### src/logic/dcm_pkg.sv
// Constants, types and decoders shared by the dual clock mode control block.
// Assumes a single 10 MHz system clock and a synchronous, active-low reset.
//
// Behaviour
// - Fast clock from external or internal RC.
// - Normal mode instruction clock is fast over N.
// - Slow mode instruction clock is slow over four.
// - Stop bit halts fast oscillator, slow keeps running.
// - Low clock select picks slow clock.
// - Mode field: normal, sleep, green, reserved.
// - Sleep stops both oscillators.
// - Slow RC stops: sleep, or green-32K-no-watchdog.
// - No separate control stops the slow RC.
// - Slow RC clocks watchdog and slow mode.
// - Build option selects fast clock type.
// - Internal fast RC frees both oscillator pins.
// - External RC or clock frees output pin.
// - Reset period follows oscillator start-up time.
// - Build option enables clock noise filter.
// - Sleep wakeup waits 2048 fast clocks.
// - Green wakeup has no stabilisation delay.
// - Sleep wakes on port; green on port/timer.
package dcm_pkg;

    // ----------------------------------------
    // Register map
    // ----------------------------------------
    localparam logic [7:0] MODE_CTRL_ADDR = 8'hca;
    localparam logic [7:0] MODE_CTRL_RESET = 8'h00;
    localparam int STOP_BIT = 1;
    localparam int LOW_SEL_BIT = 2;
    localparam int MODE_LSB = 3;
    localparam int MODE_MSB = 4;

    // ----------------------------------------
    // Timing and build-time defaults
    // ----------------------------------------
    localparam int WAKE_FAST_CLKS = 2048;
    localparam int SLOW_DIV = 4;
    localparam int FAST_DIV_DEF = 4;
    localparam int STARTUP_RC_CLKS = 64;
    localparam int STARTUP_XTAL_CLKS = 2048;
    localparam int SYNC_FAST = 0;
    localparam int SYNC_SLOW = 1;
    localparam int SYNC_WAKE = 2;

    // ----------------------------------------
    // Types
    // ----------------------------------------
    typedef enum logic [1:0] {
        MODE_NORMAL = 2'b00,
        MODE_SLEEP = 2'b01,
        MODE_GREEN = 2'b10,
        MODE_RSVD = 2'b11
    } dcm_mode_t;

    typedef enum logic [2:0] {
        FT_INT_RC = 3'h0,
        FT_EXT_RC = 3'h1,
        FT_32K = 3'h2,
        FT_12M = 3'h3,
        FT_4M = 3'h4
    } dcm_fast_type_t;

    typedef struct packed {
        logic [7:0] addr;
        logic [7:0] wdata;
        logic wr;
        logic rd;
    } dcm_bus_req_t;

    typedef struct packed {
        logic fast_rc_en;
        logic ext_osc_en;
        logic slow_rc_en;
    } dcm_osc_en_t;

    // ----------------------------------------
    // Decoders
    // ----------------------------------------
    function automatic logic dcm_is_crystal(input dcm_fast_type_t t);
        return (t == FT_32K) || (t == FT_12M) || (t == FT_4M);
    endfunction

    function automatic logic dcm_out_pin_free(input dcm_fast_type_t t);
        return (t == FT_INT_RC) || (t == FT_EXT_RC);
    endfunction

endpackage

### src/logic/dcm_top.sv
// Dual clock mode control: oscillator enables, clock selection, instruction
// tick, operating modes, wakeup and start-up hold, with one control register.
// Assumes oscillator levels arrive asynchronously on pins and are sampled on clk.
`timescale 1ns/1ps
module dcm_top #(
    parameter dcm_pkg::dcm_fast_type_t FAST_TYPE = dcm_pkg::FT_INT_RC,
    parameter int FAST_DIV = dcm_pkg::FAST_DIV_DEF,
    parameter bit WDT_EN = 1'b1,
    parameter bit NOISE_FILTER = 1'b0,
    parameter int WAKE_W = 8,
    parameter int WAKE_CLKS = dcm_pkg::WAKE_FAST_CLKS,
    parameter int RC_START_CLKS = dcm_pkg::STARTUP_RC_CLKS,
    parameter int XTAL_START_CLKS = dcm_pkg::STARTUP_XTAL_CLKS,
    parameter int CNT_W = 16
) (
    // Clock and reset
    input wire logic clk,
    input wire logic rst_b,
    // Register port
    input wire dcm_pkg::dcm_bus_req_t bus_req,
    output logic [7:0] rd_data,
    // Oscillator levels
    input wire logic internal_fast_rc,
    input wire logic internal_slow_rc,
    input wire logic osc_input_pin,
    // Oscillator enables and pin control
    output dcm_pkg::dcm_osc_en_t osc_en,
    output logic osc_output_pin_o,
    output logic osc_output_pin_oe,
    output logic input_pin_is_gpio,
    output logic output_pin_is_gpio,
    // Wakeup sources
    input wire logic [WAKE_W-1:0] wake_port,
    input wire logic wake_timer,
    // Core timing
    output logic instr_tick,
    output logic watchdog_tick,
    output logic cpu_hold
);
    import dcm_pkg::*;

    // ----------------------------------------
    // Local constants
    // ----------------------------------------
    localparam int NS = SYNC_WAKE + WAKE_W;
    localparam int START_CLKS = dcm_is_crystal(FAST_TYPE) ? XTAL_START_CLKS : RC_START_CLKS;
    localparam logic [CNT_W-1:0] START_LAST = CNT_W'(START_CLKS - 1);
    localparam logic [CNT_W-1:0] WAKE_LAST = CNT_W'(WAKE_CLKS - 1);
    localparam bit SLOW_STOPS_IN_GREEN = (FAST_TYPE == FT_32K) && !WDT_EN;

    typedef enum logic [2:0] {
        ST_BOOT = 3'b001,
        ST_RUN = 3'b010,
        ST_WAKE = 3'b100
    } dcm_state_t;

    // ----------------------------------------
    // Declarations
    // ----------------------------------------
    dcm_state_t state_reg;
    logic [CNT_W-1:0] cnt_reg;
    logic stop_reg;
    logic low_sel_reg;
    dcm_mode_t mode_reg;
    logic [NS-1:0] raw;
    logic [NS-1:0] sy1_reg;
    logic [NS-1:0] sy2_reg;
    logic [NS-1:0] sy3_reg;
    logic [NS-1:0] sy4_reg;
    logic [NS-1:0] filt_reg;
    logic [NS-1:0] filt_d_reg;
    logic [NS-1:0] agree;
    logic fast_src;
    logic fast_edge;
    logic slow_edge;
    logic wake_change;
    logic reg_hit_wr;
    logic reg_hit_rd;
    logic count_done;
    logic green_wake;
    logic sleep_wake;
    logic fast_on;
    logic slow_on;
    logic cpu_run;
    logic fast_pulse;
    logic slow_pulse;
    logic [7:0] reg_image;

    // ----------------------------------------
    // Input sampling and noise filter
    // ----------------------------------------
    // Fast clock comes from the on-chip RC or from the oscillator input pin
    assign fast_src = (FAST_TYPE == FT_INT_RC) ? internal_fast_rc : osc_input_pin;
    assign raw = {wake_port, internal_slow_rc, fast_src};

    always_ff @(posedge clk) begin
        if (!rst_b) begin
            sy1_reg <= '0;
            sy2_reg <= '0;
            sy3_reg <= '0;
            sy4_reg <= '0;
        end else begin
            sy1_reg <= raw;
            sy2_reg <= sy1_reg;
            sy3_reg <= sy2_reg;
            sy4_reg <= sy3_reg;
        end
    end

    // The filter demands one more agreeing sample on the clock paths only;
    // it costs a cycle of latency but rejects glitches of up to two samples.
    genvar gi;
    generate
        for (gi = 0; gi < NS; gi++) begin : g_agree
            if (NOISE_FILTER && gi < SYNC_WAKE) begin : g_filt
                assign agree[gi] = (sy2_reg[gi] == sy3_reg[gi]) &&
                    (sy3_reg[gi] == sy4_reg[gi]);
            end else begin : g_plain
                assign agree[gi] = (sy2_reg[gi] == sy3_reg[gi]);
            end
        end
    endgenerate

    always_ff @(posedge clk) begin
        if (!rst_b) begin
            filt_reg <= '0;
            filt_d_reg <= '0;
        end else begin
            filt_reg <= (agree & sy3_reg) | (~agree & filt_reg);
            filt_d_reg <= filt_reg;
        end
    end

    assign fast_edge = filt_reg[SYNC_FAST] && !filt_d_reg[SYNC_FAST] && fast_on;
    assign slow_edge = filt_reg[SYNC_SLOW] && !filt_d_reg[SYNC_SLOW] && slow_on;
    assign wake_change = |(filt_reg[NS-1:SYNC_WAKE] ^ filt_d_reg[NS-1:SYNC_WAKE]);

    // ----------------------------------------
    // Control register
    // ----------------------------------------
    assign reg_hit_wr = bus_req.wr && (bus_req.addr == MODE_CTRL_ADDR);
    assign reg_hit_rd = bus_req.rd && (bus_req.addr == MODE_CTRL_ADDR);
    assign green_wake = (state_reg == ST_RUN) && (mode_reg == MODE_GREEN) &&
        (wake_change || wake_timer);
    assign sleep_wake = (state_reg == ST_RUN) && (mode_reg == MODE_SLEEP) && wake_change;
    assign count_done = fast_edge && (cnt_reg == WAKE_LAST);

    // Hardware wakeups win over a software write in the same cycle
    always_ff @(posedge clk) begin
        if (!rst_b) begin
            stop_reg <= MODE_CTRL_RESET[STOP_BIT];
            low_sel_reg <= MODE_CTRL_RESET[LOW_SEL_BIT];
            mode_reg <= dcm_mode_t'(MODE_CTRL_RESET[MODE_MSB:MODE_LSB]);
        end else if (state_reg == ST_WAKE && count_done) begin
            // Sleep always returns to normal mode on a running fast clock
            mode_reg <= MODE_NORMAL;
            low_sel_reg <= 1'b0;
            stop_reg <= 1'b0;
        end else if (green_wake) begin
            // Low clock select is kept, so the previous mode resumes
            mode_reg <= MODE_NORMAL;
        end else if (reg_hit_wr) begin
            stop_reg <= bus_req.wdata[STOP_BIT];
            low_sel_reg <= bus_req.wdata[LOW_SEL_BIT];
            // The reserved code is refused and leaves the mode unchanged
            if (bus_req.wdata[MODE_MSB:MODE_LSB] != MODE_RSVD) begin
                mode_reg <= dcm_mode_t'(bus_req.wdata[MODE_MSB:MODE_LSB]);
            end
        end
    end

    always_comb begin
        reg_image = '0;
        reg_image[STOP_BIT] = stop_reg;
        reg_image[LOW_SEL_BIT] = low_sel_reg;
        reg_image[MODE_MSB:MODE_LSB] = mode_reg;
    end

    always_ff @(posedge clk) begin
        if (!rst_b) begin
            rd_data <= '0;
        end else begin
            rd_data <= reg_hit_rd ? reg_image : '0;
        end
    end

    // ----------------------------------------
    // Start-up and wakeup sequencer
    // ----------------------------------------
    always_ff @(posedge clk) begin
        if (!rst_b) begin
            state_reg <= ST_BOOT;
            cnt_reg <= '0;
        end else begin
            unique case (state_reg)
                ST_BOOT: begin
                    // Hold length depends on the oscillator's start-up time
                    if (fast_edge) begin
                        cnt_reg <= cnt_reg + CNT_W'(1);
                        if (cnt_reg == START_LAST) begin
                            state_reg <= ST_RUN;
                            cnt_reg <= '0;
                        end
                    end
                end
                ST_RUN: begin
                    if (sleep_wake) begin
                        state_reg <= ST_WAKE;
                        cnt_reg <= '0;
                    end
                end
                ST_WAKE: begin
                    if (fast_edge) begin
                        cnt_reg <= cnt_reg + CNT_W'(1);
                        if (count_done) begin
                            state_reg <= ST_RUN;
                            cnt_reg <= '0;
                        end
                    end
                end
            endcase
        end
    end

    // ----------------------------------------
    // Oscillator enables and pins
    // ----------------------------------------
    // The fast oscillator must run through start-up and the wakeup wait
    assign fast_on = (state_reg != ST_RUN) ||
        (!stop_reg && mode_reg != MODE_SLEEP);
    // No register bit reaches the slow RC: only the mode and the options stop it
    assign slow_on = (state_reg != ST_RUN) ||
        !((mode_reg == MODE_SLEEP) ||
          (mode_reg == MODE_GREEN && SLOW_STOPS_IN_GREEN));

    always_ff @(posedge clk) begin
        if (!rst_b) begin
            osc_en <= '0;
        end else begin
            osc_en.fast_rc_en <= fast_on && (FAST_TYPE == FT_INT_RC);
            osc_en.ext_osc_en <= fast_on && (FAST_TYPE != FT_INT_RC);
            osc_en.slow_rc_en <= slow_on;
        end
    end

    always_ff @(posedge clk) begin
        if (!rst_b) begin
            osc_output_pin_o <= 1'b0;
            osc_output_pin_oe <= 1'b0;
            input_pin_is_gpio <= 1'b0;
            output_pin_is_gpio <= 1'b0;
        end else begin
            // Crystal feedback drive is the inverse of the sampled input
            osc_output_pin_o <= !filt_reg[SYNC_FAST];
            osc_output_pin_oe <= dcm_is_crystal(FAST_TYPE) && fast_on;
            input_pin_is_gpio <= (FAST_TYPE == FT_INT_RC);
            output_pin_is_gpio <= dcm_out_pin_free(FAST_TYPE);
        end
    end

    // ----------------------------------------
    // Instruction and watchdog ticks
    // ----------------------------------------
    dcm_div #(.DIV(FAST_DIV)) u_fast_div (
        .clk(clk),
        .rst_b(rst_b),
        .tick(fast_edge),
        .clear(state_reg != ST_RUN),
        .pulse(fast_pulse)
    );

    dcm_div #(.DIV(SLOW_DIV)) u_slow_div (
        .clk(clk),
        .rst_b(rst_b),
        .tick(slow_edge),
        .clear(state_reg != ST_RUN),
        .pulse(slow_pulse)
    );

    // Green and sleep halt the instruction stream
    assign cpu_run = (state_reg == ST_RUN) && (mode_reg == MODE_NORMAL);

    always_ff @(posedge clk) begin
        if (!rst_b) begin
            instr_tick <= 1'b0;
            watchdog_tick <= 1'b0;
            cpu_hold <= 1'b1;
        end else begin
            instr_tick <= cpu_run && (low_sel_reg ? slow_pulse : fast_pulse);
            watchdog_tick <= slow_edge;
            cpu_hold <= (state_reg != ST_RUN);
        end
    end

    // ----------------------------------------
    // Checks
    // ----------------------------------------
    mode_code_legal_a: assert property (@(posedge clk) disable iff (!rst_b)
        mode_reg != MODE_RSVD)
        else $error("operating mode holds the reserved code");

    sleep_stops_osc_a: assert property (@(posedge clk) disable iff (!rst_b)
        (state_reg == ST_RUN && mode_reg == MODE_SLEEP && !sleep_wake)
        |=> !osc_en.fast_rc_en && !osc_en.ext_osc_en && !osc_en.slow_rc_en)
        else $error("an oscillator runs in sleep");

    stop_bit_fast_a: assert property (@(posedge clk) disable iff (!rst_b)
        (state_reg == ST_RUN && stop_reg && mode_reg == MODE_NORMAL)
        |=> !osc_en.fast_rc_en && !osc_en.ext_osc_en && osc_en.slow_rc_en)
        else $error("stop bit did not halt only the fast oscillator");

    slow_rc_stop_a: assert property (@(posedge clk) disable iff (!rst_b)
        $fell(osc_en.slow_rc_en) |-> $past(mode_reg) == MODE_SLEEP ||
            ($past(mode_reg) == MODE_GREEN && SLOW_STOPS_IN_GREEN))
        else $error("slow RC stopped outside its stop conditions");

    wake_wait_a: assert property (@(posedge clk) disable iff (!rst_b)
        (state_reg == ST_WAKE) ##1 (state_reg == ST_RUN)
        |-> $past(cnt_reg) == WAKE_LAST && mode_reg == MODE_NORMAL)
        else $error("sleep wakeup left before the stabilisation count");

    green_wake_a: assert property (@(posedge clk) disable iff (!rst_b)
        green_wake |=> state_reg == ST_RUN && mode_reg == MODE_NORMAL &&
            low_sel_reg == $past(low_sel_reg))
        else $error("green wakeup was delayed or lost the clock mode");

    sleep_timer_a: assert property (@(posedge clk) disable iff (!rst_b)
        (state_reg == ST_RUN && mode_reg == MODE_SLEEP && wake_timer && !wake_change)
        |=> mode_reg == MODE_SLEEP && state_reg == ST_RUN)
        else $error("timer woke the device from sleep");

    slow_instr_a: assert property (@(posedge clk) disable iff (!rst_b)
        (instr_tick && $past(low_sel_reg)) |-> $past(slow_pulse) && !$past(fast_pulse, 1) ||
            $past(slow_pulse))
        else $error("slow mode instruction tick not from the slow divider");

    unused_bits_a: assert property (@(posedge clk) disable iff (!rst_b)
        rd_data[7:MODE_MSB+1] == '0 && rd_data[0] == 1'b0)
        else $error("unused control bits read as one");

    reg_read_a: assert property (@(posedge clk) disable iff (!rst_b)
        reg_hit_rd ##1 !$past(reg_hit_wr) |-> rd_data[LOW_SEL_BIT] == $past(low_sel_reg))
        else $error("read data does not show the low clock select");

    pin_release_a: assert property (@(posedge clk) disable iff (!rst_b)
        osc_output_pin_oe |-> !output_pin_is_gpio && !input_pin_is_gpio)
        else $error("oscillator output drives a released pin");

    boot_hold_a: assert property (@(posedge clk) disable iff (!rst_b)
        (state_reg == ST_BOOT) |=> cpu_hold && !instr_tick)
        else $error("core released during start-up hold");

endmodule

### src/logic/dcm_div.sv
// Tick divider: one output pulse for every DIV input ticks.
// Assumes tick is a one-cycle pulse on clk.
`timescale 1ns/1ps
module dcm_div #(
    parameter int DIV = 4
) (
    // Clock and reset
    input wire logic clk,
    input wire logic rst_b,
    // Ticks
    input wire logic tick,
    input wire logic clear,
    output logic pulse
);
    import dcm_pkg::*;

    localparam int CW = $clog2(DIV) + 1;
    localparam logic [CW-1:0] LAST = CW'(DIV - 1);

    logic [CW-1:0] cnt_reg;

    always_ff @(posedge clk) begin
        if (!rst_b || clear) begin
            cnt_reg <= '0;
            pulse <= 1'b0;
        end else begin
            pulse <= tick && (cnt_reg == LAST);
            if (tick) begin
                cnt_reg <= (cnt_reg == LAST) ? '0 : cnt_reg + CW'(1);
            end
        end
    end

    div_count_a: assert property (@(posedge clk) disable iff (!rst_b)
        pulse |-> $past(tick) && $past(cnt_reg) == LAST)
        else $error("divider pulsed before its terminal count");

endmodule

### config.mk
export PLATFORM = sky130hd
export DESIGN_NAME = dcm_top
export DESIGN_NICKNAME = d
export VERILOG_FILES = /design/src/logic/dcm_pkg.sv /design/src/logic/dcm_top.sv /design/src/logic/dcm_div.sv
export SDC_FILE = /design/constraint.sdc
export NUM_CORES = 1
export LEC_CHECK = 0
export BUFFER_PORTS_ARGS = -buffer_cell sky130_fd_sc_hd__buf_4
export CAP_MARGIN = 20
export CORE_MARGIN = 2
export CORE_UTILIZATION = 50
export CTS_BUF_LIST = sky130_fd_sc_hd__clkbuf_8 sky130_fd_sc_hd__clkbuf_16
export CTS_CLUSTER_DIAMETER = 80
export DETAILED_ROUTE_END_ITERATION = 12
export GPL_ROUTABILITY_DRIVEN = 1
export GPL_TIMING_DRIVEN = 0
export PLACE_DENSITY_LB_ADDON = 0.08
export SLEW_MARGIN = 15
export SYNTH_ARGS = -nofsm -noshare
export SYNTH_HDL_FRONTEND = slang
export SYNTH_SLANG_ARGS = --single-unit
### constraint.sdc
create_clock -name clk -period 4.3 [get_ports clk]
set_clock_uncertainty 0.05 [all_clocks]
set_input_delay 0 -clock clk [delete_from_list [all_inputs] [get_ports clk]]
set_output_delay 0 -clock clk [all_outputs]
set_load 0.01 [all_outputs]
# After elaboration in Yosys (flattened, before gate mapping)
# Cells that the tools add are included.
# classes
muxes	16
n_eq_ne	28
bitwise_logic	7
n_reduce_logical	36
addsub	3
# ops
operator	n
16-bit 2-to-1 mux	5
16-bit case mux with 3 select lines	1
3-bit 2-to-1 mux	7
10-bit bitwise AND	2
1-bit logical AND	17
16-bit by 1-bit adder with 16-bit output, second input constant	1
16-bit by 11-bit equality test with 1-bit output, second input constant	1
16-bit by 6-bit equality test with 1-bit output, second input constant	1
2-bit != test, second input constant	6
1-bit equality test	10
10-bit NOT	1
10-bit bitwise OR	1
3-bit by 2-bit equality test with 1-bit output, second input constant	3
3-bit case mux with 3 select lines	1
8-bit equality test, second input constant	1
8-bit OR reduction	1
8-bit bitwise XOR	1
3-bit by 1-bit adder with 3-bit output, second input constant	2
1-bit zero test	6
2-bit AND reduction	3
5-bit AND reduction	1
1-bit logical OR	4
3-bit by 1-bit equality test with 1-bit output, second input constant	1
3-bit equality test, second input constant	1
other kinds (10)	12
# word_totals
inputBits	32
register_bits	97
wordCells	114
output_inout_bits	18

# Longest topological paths before layout
# Gate-level depths: netlist of the first run.
# logic_depth
ltp_word	8
ltp_mapped	8
ltp_nobuf	6

# Modules after synthesis
# From an unflattened synthesis of the first run, not the netlist that was laid out.
# unflattened
cells_unflattened	368
area_unflattened_um2	3593.4
# modules_own_cells
module	cells_each	area_per_inst_um2	n_inst	seq_area_each_um2
dcm_top	336	3253.1	1	1681.6
dcm_div	16	170.2	2	80.1

# Worst setup path after synthesis of the first run
# OpenSTA, ideal clock, no wires.
# synth_timing
path_kind	reg-to-reg
startpoint	register state_reg[2]
endpoint	register cnt_reg[6]
period_less_slack_ns	1.943
t_arrival_ns	1.801
required_ns	4.158
setup_ns	0.092
path_slack_ns	2.357
path_stages_with_launch	8
n_path_buf	1
cell_sequence	dfxtp_1 buf_2 nor3b_4 o21ai_2 nand4bb_2 o2bb2ai_2 or3b_4 o311ai_4
# synth_between
elab_chain_cells	7
elab_cells_between_ends	16
cone_classes	eq/ne (7); mux (3); reduce/logical (6)
# synth_rtl
element	line	source
start: declaration	dcm_top.sv:60	dcm_state_t state_reg;
start signal: assignment	dcm_top.sv:192	state_reg <= ST_BOOT;
start signal: assignment	dcm_top.sv:201	state_reg <= ST_RUN;
start signal: assignment	dcm_top.sv:208	state_reg <= ST_WAKE;
3-bit by 2-bit != test with 1-bit output	dcm_top.sv:229	assign fast_on = (state_reg != ST_RUN) ||
1-bit logical OR	dcm_top.sv:229	
1-bit logical AND	dcm_top.sv:134	assign fast_edge = filt_reg[SYNC_FAST] && !filt_d_reg[SYNC_FAST] && fast_on;
1-bit logical AND	dcm_top.sv:146	assign count_done = fast_edge && (cnt_reg == WAKE_LAST);
16-bit 2-to-1 mux	dcm_top.sv:215	if (count_done) begin
16-bit 2-to-1 mux	dcm_top.sv:213	if (fast_edge) begin
16-bit case mux with 3 select lines	dcm_top.sv:195	unique case (state_reg)
end signal: assignment	dcm_top.sv:199	cnt_reg <= cnt_reg + CNT_W'(1);
end signal: assignment	dcm_top.sv:214	cnt_reg <= cnt_reg + CNT_W'(1);
end: declaration	dcm_top.sv:61	logic [CNT_W-1:0] cnt_reg;
# Parallel ways exist; a longest one is shown, timed or not. The select of a mux whose other input is x is not followed.
# A chain may end at the register's enable or synchronous reset.

==> impl_summary.log, run 1 <==
[metrics] clock network latency to the later pin of the worst-skew pair: 0.35 ns
[metrics] setup_tns: 0 ns
[metrics] number of distinct library cells after synthesis: 52
[metrics] average wire per standard cell: 12.8 um
[metrics] start-to-end type of the worst setup path: reg2reg
[metrics] effective utilization at floorplan: 51.4%
[metrics] area growth from synthesis to layout: 22.1%
[metrics] die extent in y: 87.3 um
[metrics] CTS tree: built
[metrics] worst hold endpoint: mode_reg[1]$_SDFFE_PP0P_
[metrics] post-detailed-placement cell area: 3880 um2
[metrics] Die ar.: between 7000 and 8000 um2
[metrics] nature of the critical path endpoint: register
[metrics] Inserted Clock Buffers: 9
[metrics] Pre-antenna DRT Iters: 4
[metrics] number of global-route vias before repair: 2,447
[metrics] most used flip-flop cell after synthesis: dfxtp_1
[metrics] I/O pin count: 50
[metrics] most common library cell in the layout ignoring fill and taps: dfxtp_1
[metrics] post-CTS setup buffer count: 0
[metrics] Synth async-reset ratio: 0%
[metrics] worst ir drop on vdd: roughly 200 uV
[metrics] weighted congestion at the end of routability-driven global placement: 0.851
[metrics] Design Area, Final: 4240 um2
[metrics] worst min path class: in2reg
[metrics] number of port buffers: 38
[metrics] Worst Hold Depth: 4
[metrics] CP required: approximately 4.5 ns
[metrics] pin count of the biggest net entering global routing: 18
[metrics] maximum clock frequency: 0.385 GHz
[metrics] Final Routed Wirelength: roughly 6500 um
[metrics] number of synthesis warnings: 0
[metrics] shortest period the worst path allows: around 2.6 ns
[metrics] grt ovf: 0
[metrics] number of DRC markers in iteration 0: 118
[metrics] path depth of the worst reg2reg path: 7
[metrics] number of vias per cell: 5.13
[metrics] worst slew pin tran: 0.922 ns
[metrics] sequential share of the synthesized area: 53.0%
[metrics] placeable core area: approximately 6800 um2
[metrics] Critical Path AT: 2.84 ns
[metrics] highest net fanout along the worst path: 10
[metrics] number of gates resized after cts: 0
[metrics] FF+latch count, synth: 92
[metrics] nets@finish: 459
[metrics] largest buffer count on any clock path: 2
[metrics] layout cell share with drive strength beyond 1: 17.9%
[metrics] die boundary width: 87.3 um
[metrics] Synth Area per Inst: 9.84 um2
[metrics] clock root buffer: clkbuf_8
[metrics] most used cells in the layout excluding fill and tap cells: 92 x dfxtp_1, 47 x and2_1, 45 x buf_4
[metrics] remaining design rule violation count: 0
[metrics] HPWL after detailed placement: 4550 um
[metrics] CTS H-Tree Depth: 3
[metrics] Lkg Pwr: 1.71 nW
[metrics] antenna violations before repair: 0
[metrics] Power per Cell Area: 351 nW/um2
[metrics] row count: 30
[metrics] number of failing hold endpoints at the final stage: 0
[metrics] clock slew seen by the registers of the worst setup and hold paths: about 0.090 ns
[metrics] instance count of the mapped netlist: about 350
[metrics] setup repair after global routing missed its margin: no
[metrics] final hold slack: 0.0586 ns
[metrics] number of buffers inserted by hold repair at cts: 17
[metrics] netlist area before placement: approximately 3500 um2
[metrics] slack of the worst reg-to-reg path: between 1.5 and 2 ns
[metrics] Vias: 2,610
[metrics] status: completed
[metrics] pins over their slew limit: 0
[metrics] remaining antenna violation count: 0
[metrics] launch point of the worst hold path: bus_req[1]
[metrics] number of max-capacitance violations reported: 0
[metrics] worst slew slack as a fraction of its limit: between 30% and 40%
[metrics] post-route fraction of the period consumed by the critical path: 60.3%
[metrics] terminus of the critical flop-to-flop path: cnt_reg[13]$_SDFFE_PN0P_
[metrics] endpoints failing setup: 0
[metrics] global-route usage over all layers: 18.5%
[metrics] final antenna diode count: 0
[metrics] EDFF count, synth: 0
[metrics] global-route wire length before repair: roughly 11,000 um
[metrics] Sink Count: 92
[metrics] kind of launch point of the worst setup path: register
-- worst max-delay path, cell delays in order, from the launching register on --
cell and delay [ns]:
dfxtp_1 0.35, xor2_1 0.17, nor4_1 0.79, a21boi_2 0.30, o21ai_4 0.34, o21ai_1 0.17, buf_2 0.24, nor2_1 0.11
-- power breakdown --
group	switching [mW]	internal (mW)
clock network	0.310	0.236
registers	0.00524	0.865
logic	0.0289	0.0406
total	0.344	1.14
-- Yosys cell counts, types with 2 or more instances --
cell / instances / share of area [%]
a211oi_1: 2 / 0.43
a21oi_1: 21 / 3.0
a31oi_1: 3 / 0.54
and2_1: 47 / 8.5
and2b_1: 2 / 0.43
and3_1: 5 / 0.90
buf_2: 4 / 0.58
buf_4: 7 / 1.5
clkbuf_1: 7 / 0.76
dfxtp_1: 92 / 53
ha_1: 3 / 1.1
inv_1: 3 / 0.32
mux2i_1: 3 / 0.86
nand2_1: 27 / 2.9
nand2b_1: 3 / 0.54
nand3_1: 10 / 1.4
nand4_1: 5 / 0.90
nor2_1: 24 / 2.6
nor2b_1: 2 / 0.36
nor3_1: 6 / 0.86
nor3b_1: 2 / 0.43
nor4_1: 4 / 0.72
o2111ai_1: 4 / 1.0
o211ai_1: 4 / 0.86
o21ai_0: 13 / 1.9
o22ai_1: 2 / 0.36
o31ai_1: 3 / 0.65
or2_2: 2 / 0.36
or3_1: 3 / 0.54
or4_1: 2 / 0.43
xnor2_1: 5 / 1.3
xor2_1: 13 / 3.3
-- per-layer routing --
metal / wire, um / up-vias / GRT usage [%] / part of all wire (%)
met5: 0 / - / 0 / 0
met4: 104 / 0 / 8.25 / 1.6
met3: 224 / 7 / 3.41 / 3.4
met2: 2980 / 50 / 29.4 / 46
met1: 3200 / 1200 / 24.4 / 49
li1: - / 1353 / - / -
-- through the flow --
stage	util, %	total power, mW	cells	setup WS, ns
3_5_place_dp	57.4	0.949	476	1.79
2_1_floorplan	-	0.917	358	2.36
4_1_cts	62.7	1.50	509	1.75
3_3_place_gp	57.4	0.947	476	1.81
5_1_grt	62.7	1.55	509	1.59
6_report	62.7	1.49	509	1.71
-- kinds of logic after synthesis --
group | Yosys count | share of synthesized area, %
compound gates | 63 | 12.5
fa+ha+maj | 3 | 1.08
flops | 92 | 53.0
simple gates | 152 | 24.7
xor+xnor | 18 | 4.54
buf+inv | 21 | 3.17
other cells | 1 | 0.108
mux | 3 | 0.865
-- cell type report --
cell class / instances / area (um2)
well taps: 80 / 100
plain buffers: 18 / 98.8
multi-input cells: 245 / 1540
flip-flops and latches: 92 / 1840
clock buffers: 10 / 138
clock inverters: 6 / 53.8
fillers: 578 / 2520
repair buffers: 55 / 455
inverters: 3 / 11.3
-- worst max-delay path by stage --
stage / from / end / slack (ns) / cells past startpoint
after floorplan: state_reg[2]$_SDFFE_PN0P_ / cnt_reg[6]$_SDFFE_PN0P_ / 2.36 / 7
after detailed placement: register / cnt_reg[13]$_SDFFE_PN0P_ / 1.79 / 7
final: register / cnt_reg[13]$_SDFFE_PN0P_ / 1.71 / 7
after global routing: register / cnt_reg[13]$_SDFFE_PN0P_ / 1.59 / 7
after CTS: register / cnt_reg[13]$_SDFFE_PN0P_ / 1.75 / 7
after global placement: register / cnt_reg[1]$_SDFFE_PN0P_ / 1.81 / 7
Note: power is estimated with default switching activity, not from simulation.
==> run 2: changes to the inputs <==
--- a/config.mk
+++ b/config.mk
@@ -5,6 +5,7 @@
 export SDC_FILE = /design/constraint.sdc
 export NUM_CORES = 1
 export LEC_CHECK = 0
+export ABC_AREA = 1
 export BUFFER_PORTS_ARGS = -buffer_cell sky130_fd_sc_hd__buf_4
 export CAP_MARGIN = 20
 export CORE_MARGIN = 2
==> constraint.sdc (replaced) <==
create_clock -name clk -period 2.48 [get_ports clk]
set_clock_uncertainty 0.05 [all_clocks]
set_input_delay 0 -clock clk [delete_from_list [all_inputs] [get_ports clk]]
set_output_delay 0 -clock clk [all_outputs]
set_load 0.01 [all_outputs]
==> run 2 against run 1 <==
Net effect: combinational power increased by 84%; design area up 12%; largest cell class unchanged; sequential share of layout area shrank 4.7 points; die area increased by 13%; critical path type unchanged; critical path depth increased by 3; highest routed layer unchanged; first-iteration DRC count rose by 22%; utilization decreased by 0.91 points.
==> impl_summary.log, run 2 <==
[metrics] die boundary width: 92.7 um (was 87.3 um)
[metrics] compound-gate portion of the synthesized area: 10.0% (was 12.5%)
[metrics] area growth from synthesis to layout: 20.9% (was 22.1%)
[metrics] start-to-end type of the worst setup path: reg2reg (unchanged)
[metrics] number of global-route vias before repair: 3,188 (was 2,447)
[metrics] number of distinct library cells after synthesis: 31 (was 52)
[metrics] shortest period the worst path allows: 2.13 ns (was 2.59 ns)
[metrics] instance count of the mapped netlist: 551 (was 353)
[metrics] worst ir drop on vdd: 416 uV (was 199 uV)
[metrics] pins over their slew limit: 0 (unchanged)
[metrics] final-layout fill cell count: 705 (was 578)
[metrics] Final Routed Wirelength: 7950 um (was 6510 um)
[metrics] Design Area, Final: 4750 um2 (was 4240 um2)
[metrics] Synth Area per Inst: 7.13 um2 (was 9.84 um2)
[metrics] Finished Core Util: 61.8% (was 62.7%)
[metrics] Pre-antenna DRT Iters: 6 (was 4)
[metrics] fraction of the mapped netlist area in simple logic gates: 27.1% (was 24.7%)
[metrics] most used flip-flop cell after synthesis: dfxtp_1 (unchanged)
[metrics] nature of the critical path endpoint: register (unchanged)
[metrics] Lkg Pwr: 2.44 nW (was 1.71 nW)
[metrics] I/O pin count: 50 (unchanged)
[metrics] placeable core area: 7690 um2 (was 6760 um2)
[metrics] average wire per standard cell: 10.9 um (was 12.8 um)
[metrics] maximum clock frequency: 0.469 GHz (was 0.385 GHz)
[metrics] Inserted Clock Buffers: 9 (unchanged)
[metrics] layout cell share with drive strength beyond 1: 11.3% (was 17.9%)
[metrics] placed cells: 696 (was 476)
[metrics] global-route wire length before repair: 13,600 um (was 11,000 um)
[metrics] weighted congestion at the end of routability-driven global placement: 0.906 (was 0.851)
[metrics] sequential share of the synthesized area: 46.9% (was 53.0%)
[metrics] CTS tree: built (unchanged)
[metrics] Synth async-reset ratio: 0% (unchanged)
[metrics] non-filler cells in the finished layout: 732 (was 509)
[metrics] remaining antenna violation count: 0 (unchanged)
[metrics] post-detailed-placement cell area: 4360 um2 (was 3880 um2)
[metrics] effective utilization at floorplan: 51.1% (was 51.4%)
[metrics] row count: 32 (was 30)
[metrics] clock network latency to the later pin of the worst-skew pair: 0.36 ns (was 0.35 ns)
[metrics] multi-input logic area: 1600 um2 (was 1540 um2)
[metrics] CTS H-Tree Depth: 3 (unchanged)
[metrics] number of vias per cell: 4.73 (was 5.13)
[metrics] number of gates resized after cts: 0 (unchanged)
[metrics] Critical Path AT: 2.35 ns (was 2.84 ns)
[metrics] register area: 1840 um2 (unchanged)
[metrics] xor/xnor cell area share of the yosys netlist: 2.01% (was 4.54%)
[metrics] worst slew slack as a fraction of its limit: 62.7% (was 37.9%)
[metrics] final antenna diode count: 0 (unchanged)
[metrics] most common cell in the netlist: nand2_1 (was dfxtp_1)
[metrics] setup repair after global routing missed its margin: no (unchanged)
[metrics] biggest area consumer among synthesized cells: dfxtp_1 (unchanged)
[metrics] status: completed (unchanged)
[metrics] most common library cell in the layout ignoring fill and taps: nand2_1 (was dfxtp_1)
[metrics] FF+latch count, synth: 92 (unchanged)
[metrics] pin count of the biggest net entering global routing: 19 (was 18)
[metrics] remaining design rule violation count: 0 (unchanged)
[metrics] Power per Cell Area: 547 nW/um2 (was 351 nW/um2)
[metrics] clock slew seen by the registers of the worst setup and hold paths: 0.10 ns (was 0.09 ns)
[metrics] HPWL after detailed placement: 5740 um (was 4550 um)
[metrics] largest buffer count on any clock path: 2 (unchanged)
[metrics] EDFF count, synth: 0 (unchanged)
[metrics] CP required: 2.70 ns (was 4.54 ns)
[metrics] clock root buffer: clkbuf_8 (unchanged)
[metrics] setup_tns: 0 ns (unchanged)
[metrics] worst slew pin tran: 0.559 ns (was 0.922 ns)
[metrics] global-route usage over all layers: 19.7% (was 18.5%)
[metrics] number of port buffers: 38 (unchanged)
[metrics] die extent in y: 92.7 um (was 87.3 um)
[metrics] nets@finish: 660 (was 459)
[metrics] endpoints failing setup: 0 (unchanged)
[metrics] most used cells in the layout excluding fill and tap cells: 156 x nand2_1, 105 x inv_1, 92 x dfxtp_1 (was 92 x dfxtp_1, 47 x and2_1, 45 x buf_4)
[metrics] number of failing hold endpoints at the final stage: 0 (unchanged)
[metrics] combinational family with the most area after synthesis: simple AND/OR/NAND/NOR gates (unchanged)
[metrics] Vias: 3,463 (was 2,610)
[metrics] worst min path class: in2reg (unchanged)
[metrics] highest net fanout along the worst path: 7 (was 10)
[metrics] netlist area before placement: 3930 um2 (was 3470 um2)
[metrics] Synth top area share: 46.9% (was 53.0%)
[metrics] Post-synth top cells: 156 x nand2_1, 105 x inv_1, 92 x dfxtp_1 (was 92 x dfxtp_1, 47 x and2_1, 27 x nand2_1)
[metrics] share of cell area taken by muxes after synthesis: 0% (was 0.865%)
[metrics] Sink Count: 92 (unchanged)
[metrics] post-route fraction of the period consumed by the critical path: 85.9% (was 60.3%)
[metrics] number of max-capacitance violations reported: 0 (unchanged)
[metrics] number of synthesis warnings: 0 (unchanged)
[metrics] final hold slack: 0.0145 ns (was 0.0586 ns)
[metrics] arithmetic-cell share of the synthesized area counting full adders, half adders and majority gates: 0.955% (was 1.08%)
[metrics] top area cells in the synthesized netlist: dfxtp_1 47%, nand2_1 15%, inv_1 10% (was dfxtp_1 53%, and2_1 8.5%, xor2_1 3.3%)
[metrics] antenna violations before repair: 0 (unchanged)
[metrics] grt ovf: 0 (unchanged)
[metrics] kind of launch point of the worst setup path: register (unchanged)
[metrics] number of DRC markers in iteration 0: 144 (was 118)
[metrics] Die ar.: 8580 um2 (was 7630 um2)
==> run 2: path summary, 6_finish.rpt <==
kind                           startpoint                       end  slack [ns]  cells after the start
setup / recovery  cnt_reg[1]$_SDFFE_PN0P_  mode_reg[0]$_SDFFE_PP0P_        0.35                     10
hold / removal                 bus_req[1]     stop_reg$_SDFFE_PP0P_        0.01                      5
setup reg to reg  cnt_reg[1]$_SDFFE_PN0P_  mode_reg[0]$_SDFFE_PP0P_        0.35                     10
hold reg to reg     sy1_reg[2]$_SDFF_PN0_     sy2_reg[2]$_SDFF_PN0_        0.37                      2
==> run 2: metrics by stage <==
step / power, mW / worst slack, ns
4_1_cts: 2.62 / 0.370
2_1_floorplan: 1.60 / 0.815
3_5_place_dp: 1.65 / 0.382
6_report: 2.60 / 0.349
3_3_place_gp: 1.65 / 0.418
5_1_grt: 2.70 / 0.209
==> run 2: power by group <==
part / total [mW] / internal, mW / leakage, nW / switching, mW
sequential: 1.51 / 1.50 / 0.748 / 0.00822
clock: 0.965 / 0.387 / 0.0949 / 0.579
combinational: 0.128 / 0.0702 / 1.60 / 0.0575
==> run 2: final cells by class <==
cell class / count / share of cell area [%]
Timing Repair Buffer: 58 / 10.2
Tap cell: 102 / 2.69
Multi-Input combinational cell: 338 / 33.6
Buffer: 20 / 2.37
Clock inverter: 7 / 1.40
Clock buffer: 9 / 2.61
Sequential cell: 92 / 38.8
Inverter: 106 / 8.37
==> run 2: worst max-delay path, stage by stage, from the launching register on <==
cell	delay [ns]
dfxtp_1	0.38
ha_1	0.27
nand3_1	0.18
inv_1	0.13
nand2_1	0.10
nor2_1	0.21
nand2_1	0.21
o21ai_1	0.30
inv_1	0.07
nand2_1	0.09
a21oi_1	0.05
==> run 2: logic make-up (layout without fill, tap and decap cells) <==
family / Yosys count / in the layout
AOI/OAI and AO/OA: 68 / 68
other: 1 / 6
xor gates and xnor gates: 9 / 9
and+or+nand+nor: 252 / 252
DFF: 92 / 92
adders and majority gates: 3 / 3
buffers and inverters: 126 / 200
==> run 2: timing repair <==
item                                   4_1_cts  5_1_grt
buffers inserted                             0        0
endpoints found under the hold margin       19        0
hold buffers                                20        0
==> run 2: metal layers <==
layer	wire, um	GRT usage, %	share of wire [%]
met3	260	3.17	3.3
met2	3860	33.9	49
met5	0	0	0
met1	3610	23.9	45
met4	211	9.44	2.7
==> run 3: changes to the inputs <==
--- a/config.mk
+++ b/config.mk
@@ -15,7 +15,8 @@
 export DETAILED_ROUTE_END_ITERATION = 12
 export GPL_ROUTABILITY_DRIVEN = 1
 export GPL_TIMING_DRIVEN = 0
-export PLACE_DENSITY_LB_ADDON = 0.08
+export HOLD_SLACK_MARGIN = 0.06
+export PLACE_DENSITY = 0.73
 export SLEW_MARGIN = 15
 export SYNTH_ARGS = -nofsm -noshare
 export SYNTH_HDL_FRONTEND = slang
==> run 3 against run 2 <==
Net effect: final cell count up 0.41%; register-to-register slack got worse by 0.03 ns; die area unchanged; flip-flop and latch count stayed put; largest cell class unchanged; global-route usage up 2.1 points.
==> impl_summary.log, run 3 (synthesis results as in run 2) <==
[metrics] slack of the worst reg-to-reg path: 0.32 ns (was 0.35 ns)
[metrics] Critical Path Most Common Cell: dlygate4sd3_1 (was nand2_1)
[metrics] largest buffer count on any clock path: 2 (unchanged)
[metrics] cell-internal power: 2.06 mW (was 1.96 mW)
[metrics] row count: 32 (unchanged)
[metrics] launch point of the worst hold path: bus_req[1] (unchanged)
[metrics] number of port buffers: 38 (unchanged)
[metrics] clock slew seen by the registers of the worst setup and hold paths: 0.10 ns (about the same)
[metrics] largest incremental delay on the critical path: 0.65 ns (was 0.38 ns)
[metrics] Pre-antenna DRT Iters: 5 (was 6)
[metrics] CTS tree: built (unchanged)
[metrics] path depth of the worst reg2reg path: 9 (was 10)
[metrics] average wire per standard cell: 11.8 um (was 10.9 um)
[metrics] area growth from synthesis to layout: 22.3% (was 20.9%)
[metrics] status: completed (unchanged)
[metrics] worst hold endpoint: low_sel_reg$_SDFFE_PP0P_ (was stop_reg$_SDFFE_PP0P_)
[metrics] worst slew pin tran: 0.606 ns (was 0.559 ns)
[metrics] number of DRC markers in iteration 0: 188 (was 144)
[metrics] terminus of the critical flop-to-flop path: stop_reg$_SDFFE_PP0P_ (was mode_reg[0]$_SDFFE_PP0P_)
[metrics] CP max stage cell: dlygate4sd3_1 (was dfxtp_1)
[metrics] Comb pwr share: 4.8% (was 4.9%)
[metrics] number of max-capacitance violations reported: 0 (unchanged)
[metrics] Sink Count: 92 (unchanged)
[metrics] Lkg Pwr: 2.46 nW (was 2.44 nW)
[metrics] clock root buffer: clkbuf_8 (unchanged)
[metrics] number of vias per cell: 4.87 (was 4.73)
[metrics] Power per Cell Area: 565 nW/um2 (was 547 nW/um2)
[metrics] Final Routed Wirelength: 8650 um (was 7950 um)
[metrics] kind of launch point of the worst setup path: input port (was register)
[metrics] number of gates resized after cts: 0 (unchanged)
[metrics] antenna violations before repair: 0 (unchanged)
[metrics] Vias: 3,582 (was 3,463)
[metrics] worst slew slack as a fraction of its limit: 59.6% (was 62.7%)
[metrics] weighted congestion at the end of routability-driven global placement: 0.931 (was 0.906)
[metrics] number of global-route vias before repair: 3,548 (was 3,188)
[metrics] start-to-end type of the worst setup path: in2reg (was reg2reg)
[metrics] final antenna diode count: 0 (unchanged)
[metrics] Critical Path AT: 2.47 ns (was 2.35 ns)
[metrics] remaining antenna violation count: 0 (unchanged)
[metrics] global-route wire length before repair: 15,100 um (was 13,600 um)
[metrics] shortest period the worst path allows: 2.21 ns (was 2.13 ns)
[metrics] worst min path class: in2reg (unchanged)
[metrics] nets@finish: 663 (was 660)
[metrics] placement-stage worst setup slack: 0.420 ns (was 0.382 ns)
[metrics] post-CTS setup buffer count: 0 (unchanged)
[metrics] pin count of the biggest net entering global routing: 19 (unchanged)
[metrics] placed cells: 696 (unchanged)
[metrics] endpoints failing setup: 0 (unchanged)
[metrics] non-filler cells in the finished layout: 735 (was 732)
[metrics] setup repair after global routing missed its margin: no (unchanged)
[metrics] Die ar.: 8580 um2 (unchanged)
[metrics] post-route fraction of the period consumed by the critical path: 89.0% (was 85.9%)
[metrics] clock network latency to the later pin of the worst-skew pair: 0.37 ns (was 0.36 ns)
[metrics] worst-path cell chain: dlygate4sd3_1 -> buf_4 -> nor4_1 -> dlygate4sd3_1 -> nand4_1 -> dlygate4sd3_1 -> nor2_1 (was ha_1 -> nand3_1 -> inv_1 -> nand2_1 -> nor2_1 -> nand2_1 -> o21ai_1 -> inv_1 -> nand2_1 -> a21oi_1)
[metrics] effective utilization at floorplan: 51.1% (unchanged)
[metrics] register area: 1840 um2 (unchanged)
[metrics] maximum clock frequency: 0.453 GHz (was 0.469 GHz)
[metrics] final-layout fill cell count: 678 (was 705)
[metrics] Worst Hold Depth: 6 (was 5)
[metrics] pins over their slew limit: 0 (unchanged)
[metrics] power dissipated by switching net loads: 0.656 mW (was 0.644 mW)
[metrics] layout cell share with drive strength beyond 1: 11.2% (was 11.3%)
[metrics] setup_tns: 0 ns (unchanged)
[metrics] nature of the critical path endpoint: register (unchanged)
[metrics] Finished Core Util: 62.5% (was 61.8%)
[metrics] power share of the clock group: 39.7% (was 37.1%)
[metrics] HPWL after detailed placement: 6070 um (was 5740 um)
[metrics] I/O pin count: 50 (unchanged)
[metrics] remaining design rule violation count: 0 (unchanged)
[metrics] die boundary width: 92.7 um (unchanged)
[metrics] die extent in y: 92.7 um (unchanged)
[metrics] most common library cell in the layout ignoring fill and taps: nand2_1 (unchanged)
[metrics] placeable core area: 7690 um2 (unchanged)
[metrics] worst ir drop on vdd: 601 uV (was 416 uV)
[metrics] grt ovf: 0 (unchanged)
[metrics] number of failing hold endpoints at the final stage: 0 (unchanged)
[metrics] CP required: 2.74 ns (was 2.70 ns)
[metrics] multi-input logic area: 1600 um2 (unchanged)
[metrics] min setup slack post-route: 0.274 ns (was 0.349 ns)
[metrics] sw frac: 24.1% (was 24.8%)
[metrics] global-route usage over all layers: 21.8% (was 19.7%)
[metrics] most used cells in the layout excluding fill and tap cells: 156 x nand2_1, 105 x inv_1, 92 x dfxtp_1 (unchanged)
[metrics] Inserted Clock Buffers: 9 (unchanged)
[metrics] CTS H-Tree Depth: 3 (unchanged)
[metrics] highest net fanout along the worst path: 4 (was 7)
[metrics] fraction of power consumed by sequential logic: 55.5% (was 58.0%)
[metrics] final hold slack: 0.134 ns (was 0.0145 ns)
[run 3: layer usage]
metal,vias up,wire (um),track usage (%)
met2,97,4350,39.3
met5,-,0,0
met3,14,459,5.70
met1,1636,3740,25.7
met4,0,100,5.51
li1,1835,-,-
[run 3: worst max-delay path by stage]
stage                     cells past startpoint                       from  slack, ns                        to
final                                         7                bus_req[12]       0.27     rd_data[1]$_SDFF_PN0_
after global routing                          8  state_reg[1]$_SDFFE_PN0P_       0.14  low_sel_reg$_SDFFE_PP0P_
after CTS                                     7                bus_req[12]       0.34     rd_data[4]$_SDFF_PN0_
after floorplan                              10    cnt_reg[1]$_SDFFE_PN0P_       0.81  mode_reg[0]$_SDFFE_PP0P_
after global placement                       10    cnt_reg[1]$_SDFFE_PN0P_       0.45   cnt_reg[1]$_SDFFE_PN0P_
after detailed placement                     10    cnt_reg[1]$_SDFFE_PN0P_       0.42  mode_reg[1]$_SDFFE_PP0P_
[run 3: power groups by stage]
| stage | clock [mW] | combinational, mW | sequential [mW] |
|---|---|---|---|
| 2_1_floorplan | 0 | 0.0527 | 1.54 |
| 5_1_grt | 1.17 | 0.146 | 1.51 |
| 6_report | 1.08 | 0.131 | 1.51 |
| 3_5_place_dp | 0 | 0.108 | 1.54 |
| 3_3_place_gp | 0 | 0.105 | 1.54 |
| 4_1_cts | 1.09 | 0.130 | 1.51 |
[run 3: what timing repair did]
action / CTS / global route
hold buffers: 23 / 0
hold endpoints to repair: 20 / 0
endpoints found under the setup margin: 0 / 0
[run 3: cell type report]
type                            instances  share of cell area (%)
Inverter                              106                    8.27
Buffer                                 20                    2.34
Sequential cell                        92                    38.3
Timing Repair Buffer                   61                    10.7
Clock inverter                          7                    1.93
Clock buffer                            9                    2.58
Multi-Input combinational cell        338                    33.2
Tap cell                              102                    2.65
[run 3: critical path: cells and delay by family]
family	cells	cell delay (ns)
AND/OR/NAND/NOR	3	0.54
buffers and inverters	4	1.93
[run 3: per-stage QoR]
stage / instance area (um2) / total power, mW
global route: 4810 / 2.82
detailed placement: 4360 / 1.65
CTS: 4810 / 2.73
finish: 4810 / 2.72
floorplan: 3950 / 1.60
global placement: 4360 / 1.65
